## config.mk

```make
export PLATFORM = sky130hd
export DESIGN_NAME = rsa_top
export DESIGN_NICKNAME = d
export VERILOG_FILES = /design/src/hw/rsa_pkg.sv /design/src/hw/rsa_decode.sv /design/src/hw/rsa_top.sv
export SDC_FILE = /design/constraint.sdc
export NUM_CORES = 1
export LEC_CHECK = 0
export BUFFER_PORTS_ARGS = -buffer_cell sky130_fd_sc_hd__buf_2
export CAP_MARGIN = 20
export CORE_MARGIN = 2
export CORE_UTILIZATION = 48
export DETAILED_ROUTE_END_ITERATION = 6
export PLACE_DENSITY_LB_ADDON = 0.25
export SLEW_MARGIN = 0
export SYNTH_ARGS = -nofsm -noshare
export SYNTH_HDL_FRONTEND = slang
export SYNTH_SLANG_ARGS = --single-unit
```

## constraint.sdc

```tcl
create_clock -name clock -period 2.3 [get_ports clock]
set_clock_uncertainty 0.2 [all_clocks]
set_input_delay 0.23 -clock clock [delete_from_list [all_inputs] [get_ports clock]]
set_output_delay 0.23 -clock clock [all_outputs]
set_load 0.01 [all_outputs]
```

## src/hw/rsa_pkg.sv

```systemverilog
// Operation
// [RQ1] Codes three to ten enable at that slot
// [RQ2] Other main codes leave rail uncontrolled
// [RQ3] Register 0x23 high nibble buck-boost, reset 7
// [RQ4] Low nibble buck three, reset 5, total 0x75
// [RQ5] Writes take effect only when password unlocked
// [RQ6] Register 0x24 backup b/a codes, reset 0x12
// [RQ7] Backup code 1 slot one, 2 slot two
// [RQ8] Slots one and two only while seal clear
// [RQ9] Broken seal: backup rails never turned off; reset still drops them
// [RQ10] Power-up walks slots in ascending order
package rsa_pkg;
  // ----------------------------------------
  // Register map
  // ----------------------------------------
  localparam logic [7:0] RSA_OFS_MAIN = 8'h23;
  localparam logic [7:0] RSA_OFS_BACKUP = 8'h24;
  localparam logic [7:0] RSA_RST_MAIN = 8'h75;
  localparam logic [7:0] RSA_RST_BACKUP = 8'h12;
  localparam int RSA_HI_LSB = 4;
  localparam int RSA_LO_LSB = 0;
  // ----------------------------------------
  // Slot codes
  // ----------------------------------------
  localparam logic [3:0] RSA_SLOT_FIRST = 4'h1;
  localparam logic [3:0] RSA_SLOT_MAIN_MIN = 4'h3;
  localparam logic [3:0] RSA_SLOT_LAST = 4'hA;
  localparam logic [3:0] RSA_SLOT_NONE = 4'h0;
  localparam int RSA_RAILS = 4;

  typedef struct packed {
    logic       wr;
    logic [7:0] addr;
    logic [7:0] wdata;
  } rsa_wr_t;

  typedef enum logic [1:0] {RSA_IDLE, RSA_UP, RSA_DOWN} rsa_state_t;
endpackage

```

## src/hw/rsa_decode.sv

```systemverilog
`timescale 1ns/10ps
module rsa_decode
  import rsa_pkg::*;
(
  input wire logic [3:0] code,
  input wire logic backup,
  output logic [3:0] slot
);
  always_comb begin
    slot = RSA_SLOT_NONE;
    if (backup) begin
      if (code == 4'h1 || code == 4'h2) begin
        slot = code; // see [RQ7]
      end
    end else if (code >= RSA_SLOT_MAIN_MIN && code <= RSA_SLOT_LAST) begin
      slot = code; // see [RQ1] see [RQ2]
    end
  end
endmodule

```

## src/hw/rsa_top.sv

```systemverilog
`timescale 1ns/10ps
module rsa_top (
  input wire logic clock,
  input wire logic rst,
  input wire logic ce,
  input wire rsa_pkg::rsa_wr_t wr_req,
  input wire logic [7:0] rd_addr,
  output logic [7:0] rd_data,
  input wire logic unlocked,
  input wire logic freshness_seal_bit,
  input wire logic power_up,
  input wire logic power_down,
  output logic [3:0] cur_slot,
  output logic busy,
  output logic [3:0] rail_en
);
  import rsa_pkg::*;

  // ----------------------------------------
  // Registers
  // ----------------------------------------
  logic [7:0] main_ff, nxt_main;
  logic [7:0] backup_ff, nxt_backup;
  logic [7:0] rd_ff, nxt_rd;

  always_comb begin
    nxt_main = main_ff;
    nxt_backup = backup_ff;
    if (wr_req.wr && unlocked) begin // see [RQ5]
      if (wr_req.addr == RSA_OFS_MAIN) begin
        nxt_main = wr_req.wdata; // see [RQ3] see [RQ4]
      end
      if (wr_req.addr == RSA_OFS_BACKUP) begin
        nxt_backup = wr_req.wdata; // see [RQ6]
      end
    end
    case (rd_addr)
      RSA_OFS_MAIN: nxt_rd = main_ff;
      RSA_OFS_BACKUP: nxt_rd = backup_ff;
      default: nxt_rd = 8'h00;
    endcase
  end

  always_ff @(posedge clock) begin
    if (rst) begin
      main_ff <= RSA_RST_MAIN; // see [RQ3] see [RQ4]
      backup_ff <= RSA_RST_BACKUP; // see [RQ6]
      rd_ff <= 8'h00;
    end else if (ce) begin
      main_ff <= nxt_main;
      backup_ff <= nxt_backup;
      rd_ff <= nxt_rd;
    end
  end
  assign rd_data = rd_ff;

  // ----------------------------------------
  // Slot decode, rail 0 buck-boost, 1 buck three, 2 backup a, 3 backup b
  // ----------------------------------------
  logic [3:0] code [RSA_RAILS];
  logic [3:0] slot [RSA_RAILS];
  assign code[0] = main_ff[RSA_HI_LSB +: 4];
  assign code[1] = main_ff[RSA_LO_LSB +: 4];
  assign code[2] = backup_ff[RSA_LO_LSB +: 4];
  assign code[3] = backup_ff[RSA_HI_LSB +: 4];

  genvar gi;
  generate
    for (gi = 0; gi < RSA_RAILS; gi++) begin : g_dec
      rsa_decode u_dec (
        .code(code[gi]),
        .backup(gi >= 2),
        .slot(slot[gi])
      );
    end
  endgenerate

  // ----------------------------------------
  // Strobe walker
  // ----------------------------------------
  rsa_state_t st_ff, nxt_st;
  logic [3:0] slot_ff, nxt_slot;
  logic [3:0] en_ff, nxt_en;
  logic seal_s1_ff, seal_ff, up_s1_ff, up_ff, dn_s1_ff, dn_ff;

  always_ff @(posedge clock) begin
    if (rst) begin
      seal_s1_ff <= 1'b0;
      seal_ff <= 1'b0;
      up_s1_ff <= 1'b0;
      up_ff <= 1'b0;
      dn_s1_ff <= 1'b0;
      dn_ff <= 1'b0;
    end else if (ce) begin
      seal_s1_ff <= freshness_seal_bit;
      seal_ff <= seal_s1_ff;
      up_s1_ff <= power_up;
      up_ff <= up_s1_ff;
      dn_s1_ff <= power_down;
      dn_ff <= dn_s1_ff;
    end
  end

  always_comb begin
    nxt_st = st_ff;
    nxt_slot = slot_ff;
    nxt_en = en_ff;
    case (st_ff)
      RSA_IDLE: begin
        if (up_ff) begin
          nxt_st = RSA_UP;
          // Sealed parts start past the backup slots
          nxt_slot = seal_ff ? RSA_SLOT_MAIN_MIN : RSA_SLOT_FIRST; // see [RQ8]
        end else if (dn_ff) begin
          nxt_st = RSA_DOWN;
          nxt_slot = RSA_SLOT_LAST;
        end
      end
      RSA_UP: begin
        for (int i = 0; i < RSA_RAILS; i++) begin
          if (slot[i] == slot_ff && slot[i] != RSA_SLOT_NONE) begin
            nxt_en[i] = 1'b1; // see [RQ10]
          end
        end
        if (slot_ff == RSA_SLOT_LAST) begin
          nxt_st = RSA_IDLE;
        end else begin
          nxt_slot = slot_ff + 4'h1; // see [RQ10]
        end
      end
      RSA_DOWN: begin
        for (int i = 0; i < RSA_RAILS; i++) begin
          if (slot[i] == slot_ff && slot[i] != RSA_SLOT_NONE) begin
            if (!(i >= 2 && seal_ff)) begin
              nxt_en[i] = 1'b0; // see [RQ9]
            end
          end
        end
        // Backup slots are skipped once sealed
        if (slot_ff == RSA_SLOT_FIRST || (seal_ff && slot_ff == RSA_SLOT_MAIN_MIN)) begin
          nxt_st = RSA_IDLE; // see [RQ8]
        end else begin
          nxt_slot = slot_ff - 4'h1;
        end
      end
      default: nxt_st = RSA_IDLE;
    endcase
  end

  always_ff @(posedge clock) begin
    if (rst) begin
      st_ff <= RSA_IDLE;
      slot_ff <= RSA_SLOT_NONE;
      en_ff <= 4'h0;
    end else if (ce) begin
      st_ff <= nxt_st;
      slot_ff <= nxt_slot;
      en_ff <= nxt_en;
    end
  end

  assign rail_en = en_ff;
  assign cur_slot = slot_ff;
  assign busy = (st_ff != RSA_IDLE);

  // ----------------------------------------
  // Checks
  // ----------------------------------------
  property p_locked_write;
    @(posedge clock) disable iff (rst)
    (ce && wr_req.wr && !unlocked) |=> $stable(main_ff) && $stable(backup_ff);
  endproperty
  a_locked_write: assert property (p_locked_write) else $error("locked write landed"); // see [RQ5]

  // Both backup rails, not just one, must survive a sealed power-down
  property p_backup_hold;
    @(posedge clock) disable iff (rst)
    (seal_ff && $past(seal_ff)) |-> (rail_en[3:2] & $past(rail_en[3:2])) == $past(rail_en[3:2]);
  endproperty
  a_backup_hold: assert property (p_backup_hold) else $error("sealed backup dropped"); // see [RQ9]

  property p_sealed_skip;
    @(posedge clock) disable iff (rst)
    (st_ff == RSA_UP && seal_ff) |-> slot_ff >= RSA_SLOT_MAIN_MIN;
  endproperty
  a_sealed_skip: assert property (p_sealed_skip) else $error("backup slot run when sealed"); // see [RQ8]

  property p_up_order;
    @(posedge clock) disable iff (rst)
    (ce && st_ff == RSA_UP && slot_ff != RSA_SLOT_LAST) |=> slot_ff == $past(slot_ff) + 4'h1;
  endproperty
  a_up_order: assert property (p_up_order) else $error("slot not ascending"); // see [RQ10]

  property p_up_only_set;
    @(posedge clock) disable iff (rst)
    (st_ff == RSA_UP) |=> ($past(rail_en) & ~rail_en) == 4'h0;
  endproperty
  a_up_only_set: assert property (p_up_only_set) else $error("rail dropped in power-up"); // see [RQ10]

  // A low enable must hold both registers and the walker state and enables
  property p_ce_freeze;
    @(posedge clock) disable iff (rst)
    !ce |=> $stable(st_ff) && $stable(en_ff) && $stable(main_ff) && $stable(backup_ff);
  endproperty
  a_ce_freeze: assert property (p_ce_freeze) else $error("state moved with enable low");

  property p_bad_code;
    @(posedge clock) disable iff (rst)
    (code[0] > RSA_SLOT_LAST) |-> slot[0] == RSA_SLOT_NONE;
  endproperty
  a_bad_code: assert property (p_bad_code) else $error("bad code mapped"); // see [RQ2]

  property p_good_code;
    @(posedge clock) disable iff (rst)
    (code[1] >= RSA_SLOT_MAIN_MIN && code[1] <= RSA_SLOT_LAST) |-> slot[1] == code[1];
  endproperty
  a_good_code: assert property (p_good_code) else $error("good code lost"); // see [RQ1]

  property p_backup_code;
    @(posedge clock) disable iff (rst)
    (code[3] == 4'h3) |-> slot[3] == RSA_SLOT_NONE;
  endproperty
  a_backup_code: assert property (p_backup_code) else $error("backup code 3 mapped"); // see [RQ7]

  property p_reset_val;
    @(posedge clock) rst |=> main_ff == RSA_RST_MAIN && backup_ff == RSA_RST_BACKUP;
  endproperty
  a_reset_val: assert property (p_reset_val) else $error("reset value wrong"); // see [RQ3] see [RQ6]
endmodule

```

Yosys cells after proc, flatten, opt, wreduce, memory -nomap -nowiden
Cells that the tools add are included.
{"block": "word_totals", "reg_bits": 40, "output_inout_bits": 17, "elab_cells": 105}
{"block": "classes", "n_addsub": 2, "n_lt_le_gt_ge": 4, "n_eq_ne": 31, "muxes": 26, "reduce_logical": 27}
{"op": "8-bit by 6-bit equality test with 1-bit output (second input constant)", "n": 4}
{"op": "4-bit 2-to-1 mux", "n": 8}
{"op": "2-bit inequality test (second input constant)", "n": 13}
{"op": "4-bit equality test", "n": 4}
{"op": "8-bit case mux with 2 select lines", "n": 1}
{"op": "4-bit nonzero test", "n": 4}
{"op": "5-bit AND reduction", "n": 3}
{"op": "4-bit by 1-bit equality test with 1-bit output (second input constant)", "n": 3}
{"op": "4-bit by 2-bit equality test with 1-bit output (second input constant)", "n": 3}
{"op": "4-bit case mux with 3 select lines", "n": 1}
{"op": "4-bit AND reduction", "n": 3}
{"op": "2-bit 2-to-1 mux", "n": 5}
{"op": "1-bit 2-to-1 mux", "n": 9}
{"op": "4-bit by 2-bit >= comparator with 1-bit output (second input constant)", "n": 2}
{"op": "4-bit less-or-equal comparator (second input constant)", "n": 2}
{"op": "1-bit logical AND", "n": 8}
{"op": "4-bit case mux with 2 select lines", "n": 1}
{"op": "2-bit case mux with 3 select lines", "n": 1}
{"op": "3-bit AND reduction", "n": 2}
{"op": "4-bit by 1-bit adder with 4-bit output (second input constant)", "n": 1}
{"op": "4-bit equality test (second input constant)", "n": 1}
{"op": "2-bit nonzero test", "n": 2}
{"op": "4-bit by 1-bit subtractor with 4-bit output (second input constant)", "n": 1}
{"op": "1-bit logical OR", "n": 3}
{"op": "other kinds (5)", "n": 5}

Longest topological paths before layout
Gate-level depths: netlist of run 1.
{"block": "logic_depth", "depth_word": 7, "ltp_mapped": 8, "depth_no_buf": 7}

Hierarchy
Synthesis of run 1 repeated with hierarchy kept, for this count alone.
{"block": "unflattened", "cells_unflattened": 285, "hier_area_um2": 2461.1}
{"mod": "rsa_top", "n_inst": 1, "cells_per_inst": 237, "area_each_um2": 2160.8, "seq_area_each_um2": 800.8}
{"mod": "rsa_decode", "n_inst": 4, "cells_per_inst": 12, "area_each_um2": 75.1, "seq_area_each_um2": 0.0}

Least setup slack after synthesis of run 1
OpenSTA, ideal clock, no wires.
{"block": "synth_path", "path_type": "register to register", "startpoint": "reg slot_ff[0], in the netlist cur_slot[0]", "endpoint": "reg slot_ff[1], in the netlist cur_slot[1]", "setup_ns": 0.071, "arrival_ns": 2.037, "required_ns": 2.029, "path_slack_ns": -0.008, "stages_incl_launch_ff": 9, "path_buffers": 1, "cell_sequence": "dfxtp_1 -> clkbuf_1 -> inv_1 -> ha_1 -> nand3b_1 -> o221ai_1 -> or3_1 -> a211o_1 -> a21oi_1"}
{"block": "synth_between", "elab_chain_len": 5, "word_cells_on_any_way": 13}
{"element": "from (decl)", "line": "rsa_top.sv:82", "source": "logic [3:0] slot_ff, nxt_slot;"}
{"element": "from (signal assigned)", "line": "rsa_top.sv:157", "source": "slot_ff <= nxt_slot;"}
{"element": "parallel branches: the longest is 5 deep, another holds 4-bit by 1-bit subtractor with 4-bit output"}
Several ways; the timed one is not identified. The select of a mux whose other input is x is not followed.
A chain may end at the register's enable or synchronous reset.

Final worst setup path of run 1
Ends and elaborated chain as after synthesis.

==> results of run 1 <==
-- sequential cells by signal, summed over array words and instances, names as in the netlist --
register and count:
backup_ff 8, cur_slot 4, dn_ff 1, dn_s1_ff 1, main_ff 8, rail_en 4
rd_data 8, seal_ff 1, seal_s1_ff 1, st_ff 2, up_ff 1, up_s1_ff 1
-- worst register-to-register path: stages (launching register included) --
cell	delay, ps
dfxtp_1	460
inv_1	130
ha_1	210
nand3b_1	100
o221ai_1	150
or3_1	450
a211o_1	250
a21oi_1	110
-- metrics by stage --
stage	setup WS, ps	cells	area (um2)	total power [uW]	util, %
2_1_floorplan	112.8	235	2121	854.7	-
3_3_place_gp	185.1	334	2429	920.4	56.56
3_5_place_dp	163.1	334	2429	920.8	56.56
4_1_cts	134.8	353	2650	1507	61.71
5_1_grt	59.60	353	2659	1559	61.92
6_report	171.5	353	2659	1500	61.92
-- routing by layer --
| metal | part of all wire, % | vias up | GRT usage [%] |
|---|---|---|---|
| li1 | - | 980 | - |
| met1 | 46 | 901 | 29.49 |
| met2 | 45 | 73 | 33.23 |
| met3 | 6.8 | 7 | 3.463 |
| met4 | 1.8 | 0 | 10.04 |
| met5 | 0 | - | 0 |
-- power by group through the flow --
| stage | Sequential [uW] | Combinational, uW | Clock [uW] |
|---|---|---|---|
| final | 723 | 199 | 578 |
| after global routing | 726 | 219 | 613 |
| after CTS | 722 | 197 | 588 |
| after detailed placement | 739 | 182 | 0 |
| after global placement | 738 | 183 | 0 |
| after floorplan | 733 | 122 | 0 |
-- cells by family after synthesis --
kind of cell / Yosys count / share of synthesized area, %
xor gates and xnor gates: 6 / 2.480
buffers and inverters: 22 / 5.313
and+or+nand+nor: 91 / 22.73
adders and majority gates: 7 / 4.132
muxes: 25 / 11.87
AOI/OAI and AO/OA: 44 / 15.70
DFF: 40 / 37.78
-- layout make-up --
class / instances / area [um2]
clock inverter: 3 / 42.54
tap: 52 / 65.06
inverter: 11 / 41.29
timing repair buffer: 69 / 425.4
sequential: 40 / 800.8
clock buffer: 5 / 68.82
fill: 367 / 1635
multi-input combinational: 173 / 1215
-- placed cells by master, fill, tap and decap left out, types with 4 or more instances in the layout --
cell type      netlist  layout
nand2_1             15      15
nor3_1               4       4
buf_4                0      10
a22oi_1             10      10
nor2_1              38      38
a22o_1               8       8
mux2i_1             24      24
clkbuf_8             2       5
inv_1                9       9
o211ai_1             4       4
buf_2                2      48
dfxtp_1             40      40
nor3b_1              4       4
dlygate4sd3_1        0      11
and3b_1              4       4
ha_1                 7       6
-- worst paths after layout --
check                endpoint  cells past startpoint
setup / recovery  cur_slot[1]                      7
hold reg to reg    rail_en[0]                      2
hold / removal     rd_data[7]                      2
setup reg to reg  cur_slot[1]                      7
-- repair_timing --
item / 4_1_cts / 5_1_grt
hold buffers: 11 / 0
endpoints found under the hold margin: 18 / 0
endpoints found under the setup margin: 0 / 3
resized for setup: 0 / 2
==> reports/metrics.cfg, run 1 <==
[grt]
antenna_found_initial = 0
grt_pass1_vias = 1820
track_usage_pct = 21.60
grt_start_max_net_pins = 18
grt_pass1_wl_um = 8562
globalRouteOverflowTotal = 0

[critical_path]
r2r_slack_ps = 170
cp_cell_sequence = inv_1, ha_1, nand3b_1, o221ai_1, or3_1, a211o_1, a21oi_1
arrival_ps = 2160
slowest_delay_ps = 460
reg2reg_from = cur_slot[0]
cpMaxStageDelayCell = dfxtp_1
worst-path-buf-inv = 1
startpoint_type = flip-flop
path_max_fanout = 7
end_kind = flip-flop
cp.required_ps = 2330
crit_family = simple AND/OR/NAND/NOR gates
path_class = reg -> reg
critPathLaunch = cur_slot[0]

[cts]
cts.sinks = 40
htreeDepth = 2
clockBufferDepth = 2
cts_inserted_buffers = 5
cts_tree = built
clk_pin_slew_ps = 80
post-cts-setup-buffers = 0
clockRootBuffer = clkbuf_8
clock_latency_ps = 300

[pwr]
sequentialPowerShare_pct = 48.2
max-vdd-ir-drop_mv = 0.2900
switching_share_pct = 25.16
leakagePower_uw = 0.001166
power.switching_uw = 377.6
p_comb_share_pct = 13.3
intPower_uw = 1123
power.density_nw_per_um2 = 564.3
clockPowerShare_pct = 38.5

[routing]
vias = 1961
route.detailed.drc = 0
dr.pass1.iters = 4
ant_nets = 0
drt_iter0_markers = 124
routedWlPerCell_um = 14.56
drt_wl_total_um = 5140
via_per_inst = 5.555

[placed_design]
place_congestion = 0.8777
io_buffers = 48
hpwl_um = 3710

[job]
cap_violations = 0

[die]
fp.coreArea_um2 = 4294
fp.dieW_um = 70.45
die_area_um2 = 4963
initial_core_util_pct = 49.36
num_rows = 24
die_y_um = 70.45
io_pins = 49

[synth]
synth_warnings = 0
synth.most_common_cell = dfxtp_1
yosys.area.top_type = dfxtp_1
ys_top_cells_by_count = dfxtp_1 (40), nor2_1 (38), mux2i_1 (24)
yosysUniqueCellTypes = 47
yosys-top-cells-area = dfxtp_1 (38%), mux2i_1 (11%), nor2_1 (6.7%), ha_1 (4.1%), a22oi_1 (3.5%)
synth_cells = 235
netlist_area_um2 = 2120
synth-main-ff-cell = dfxtp_1
synth_seq_cells = 40
ys_async_sr_fraction_pct = 0
syn_nets = 274
yosysTopAreaCellShare_pct = 37.78
seq_area_frac_synth_pct = 37.78
synth_edf_count = 0
avgSynthCellArea_um2 = 9.019

[sta]
finalSetupViolations = 0
hold_viol_final = 0
rsz0062_at_grt = no
final.setup.tns_ps = 0
fmax_mhz = 469.8
final_max_slew_viol_count = 0
slew-limit-headroom_pct = 37.67
min_period_ps = 2129
period_share_pct = 92.54
holdWs_ps = 97.12
worst_slew_pin_slew_ps = 932.9

[layout]
drive_gt1_share_pct = 23.26
num-nets-final = 339
n_antenna_cell = 0
syn_to_final_growth_pct = 25.44

[worst_hold_path]
min_from = rst
hold_class = in -> reg

[status]
outcome = finished, final reports clean

No activity file was read; power rests on OpenSTA's default activity.
==> run 2: changes to the inputs <==
--- a/config.mk
+++ b/config.mk
@@ -8,9 +8,10 @@
 export BUFFER_PORTS_ARGS = -buffer_cell sky130_fd_sc_hd__buf_2
 export CAP_MARGIN = 20
 export CORE_MARGIN = 2
-export CORE_UTILIZATION = 48
+export CORE_UTILIZATION = 50
 export DETAILED_ROUTE_END_ITERATION = 6
 export PLACE_DENSITY_LB_ADDON = 0.25
+export SETUP_SLACK_MARGIN = 0.3
 export SLEW_MARGIN = 0
 export SYNTH_ARGS = -nofsm -noshare
 export SYNTH_HDL_FRONTEND = slang
==> constraint.sdc (replaced) <==
create_clock -name clock -period 2 [get_ports clock]
set_clock_uncertainty 0.2 [all_clocks]
set_input_delay 0.2 -clock clock [delete_from_list [all_inputs] [get_ports clock]]
set_output_delay 0.2 -clock clock [all_outputs]
set_load 0.01 [all_outputs]
==> run 2 against run 1 <==
Net effect:
- routed wire length rose by 15%
- global-route usage grew 2.3 points
- fmax is 13% higher
- highest routed layer unchanged
- critical path type unchanged
==> reports/metrics.cfg, run 2 (synthesis results as in run 1) <==
[worst_hold_path]
min_from = rst  ; unchanged
hold_class = in -> reg  ; unchanged

[routing]
drt_wl_total_um = 5932  ; was 5140 um
ant_nets = 0  ; unchanged
vias = 2103  ; was 1961
via_per_inst = 5.730  ; was 5.555
dr.pass1.iters = 5  ; was 4
drt_iter0_markers = 159  ; was 124
route.detailed.drc = 0  ; unchanged
routedWlPerCell_um = 16.16  ; was 14.56 um

[critical_path]
critPathLaunch = cur_slot[0]  ; unchanged
path_class = reg -> reg  ; unchanged
cp.required_ps = 2030  ; was 2330 ps
end_kind = flip-flop  ; unchanged
cp_cell_sequence = ha_2, a21oi_2, nor4_4, or3_4, a211o_1, a21oi_1  ; was inv_1, ha_1, nand3b_1, o221ai_1, or3_1, a211o_1, a21oi_1
cpMaxStageDelayCell = or3_4  ; was dfxtp_1
startpoint_type = flip-flop  ; unchanged
arrival_ps = 1910  ; was 2160 ps
reg2reg_from = cur_slot[0]  ; unchanged
path_max_fanout = 5  ; was 7
slowest_delay_ps = 400  ; was 460 ps

[sta]
min_period_ps = 1883  ; was 2129 ps
period_share_pct = 94.14  ; was 92.54%
finalSetupViolations = 0  ; unchanged
fmax_mhz = 531.1  ; was 469.8 MHz
rsz0062_at_grt = yes  ; was no
worst_slew_pin_slew_ps = 976.7  ; was 932.9 ps
final_max_slew_viol_count = 0  ; unchanged
hold_viol_final = 0  ; unchanged
slew-limit-headroom_pct = 34.74  ; was 37.67%

[grt]
globalRouteOverflowTotal = 0  ; unchanged
track_usage_pct = 23.85  ; was 21.60%
grt_pass1_vias = 1956  ; was 1820
grt_pass1_wl_um = 9390  ; was 8562 um
antenna_found_initial = 0  ; unchanged
grt_start_max_net_pins = 19  ; was 18

[status]
outcome = finished, final reports clean  ; unchanged

[die]
io_pins = 49  ; unchanged
fp.dieW_um = 69.11  ; was 70.45 um
die_y_um = 69.11  ; was 70.45 um
initial_core_util_pct = 52.61  ; was 49.36%
fp.coreArea_um2 = 4029  ; was 4294 um2
die_area_um2 = 4776  ; was 4963 um2
num_rows = 23  ; was 24

[cts]
cts.sinks = 40  ; unchanged
cts_tree = built  ; unchanged
clock_latency_ps = 300  ; about the same
htreeDepth = 2  ; unchanged
clockRootBuffer = clkbuf_8  ; unchanged
cts_inserted_buffers = 5  ; unchanged
clockBufferDepth = 2  ; unchanged
clk_pin_slew_ps = 80  ; about the same

[layout]
final_cell_mix = buf_2 (48), nor2_1 (38), dfxtp_1 (32)  ; was buf_2 (48), dfxtp_1 (40), nor2_1 (38)
layout_commonest_cell = buf_2  ; unchanged
fin_cells = 367  ; was 353
fin_util_pct = 72.86  ; was 61.92%
num-nets-final = 355  ; was 339
design_area_um2 = 2935  ; was 2659 um2
syn_to_final_growth_pct = 38.49  ; was 25.44%
drive_gt1_share_pct = 36.28  ; was 23.26%
n_antenna_cell = 0  ; unchanged

[pwr]
leakagePower_uw = 0.001277  ; was 0.001166 uW
power.density_nw_per_um2 = 594.3  ; was 564.3 nW/um2
finalPower_uw = 1744  ; was 1500 uW
max-vdd-ir-drop_mv = 0.4096  ; was 0.2900 mV

[placed_design]
place_congestion = 0.8850  ; was 0.8777
dpl-instance-area_um2 = 2552  ; was 2429 um2
hpwl_um = 3830  ; was 3710 um
io_buffers = 48  ; unchanged
place_inst = 336  ; was 334

[job]
cap_violations = 0  ; unchanged

## run 2: changes by cell type in the layout (fill, tap and decap cells not counted), sizes merged
cell / delta
buf: +16
bufinv: -1
clkbuf: +2
clkinvlp: -1
## run 2: per-stage QoR
step,setup slack (ps),hold slack (ps),setup TNS (ps)
3_5_place_dp,5.557,235.7,0
6_report,117.1,81.82,0
5_1_grt,53.61,98.03,0
4_1_cts,176.2,83.45,0
3_3_place_gp,-5.913,233.7,-5.913
2_1_floorplan,83.43,125.1,0
## run 2: area by class of cell
cell class	count	area (um2)
multi-input cells	173	1341
flip-flops and latches	40	820.8
inverters	11	46.29
fillers	286	1094
clock inverters	1	5.005
well taps	50	62.56
clock buffers	7	97.59
repair buffers	85	561.8
## run 2: final timing paths
| kind | to | slack [ps] | cells past startpoint |
|---|---|---|---|
| min reg2reg | rail_en[0] | 270 | 2 |
| min | rd_data[2] | 80 | 2 |
| max | cur_slot[1] | 120 | 6 |
| max reg2reg | cur_slot[1] | 120 | 6 |
## run 2: per-layer routing
metal	vias to the layer above	part of all wire, %	GRT usage [%]
met5	-	0	0
met3	10	6.7	4.240
met2	93	45	36.75
met1	985	47	33.67
li1	1015	-	-
met4	0	1.3	7.843
## run 2: timing repair
action	4_1_cts	5_1_grt
endpoints found under the setup margin	10	11
setup buffers	8	4
gates resized for setup	12	9
hold buffers	11	0
pin swaps	6	4
hold endpoints to repair	19	0
## run 2: critical path, delay by kind of cell, from the launching register on
kind	cells	cell delay [ps]
AO/OA/AOI/OAI	3	550
adder cells (fa/ha/maj)	1	210
AND/OR/NAND/NOR	2	460
flip-flops	1	380
## run 2: power by group
group,internal [uW],total (uW),switching [uW]
combinational,142,289,147
sequential,810,834,24.2
clock,320,621,301
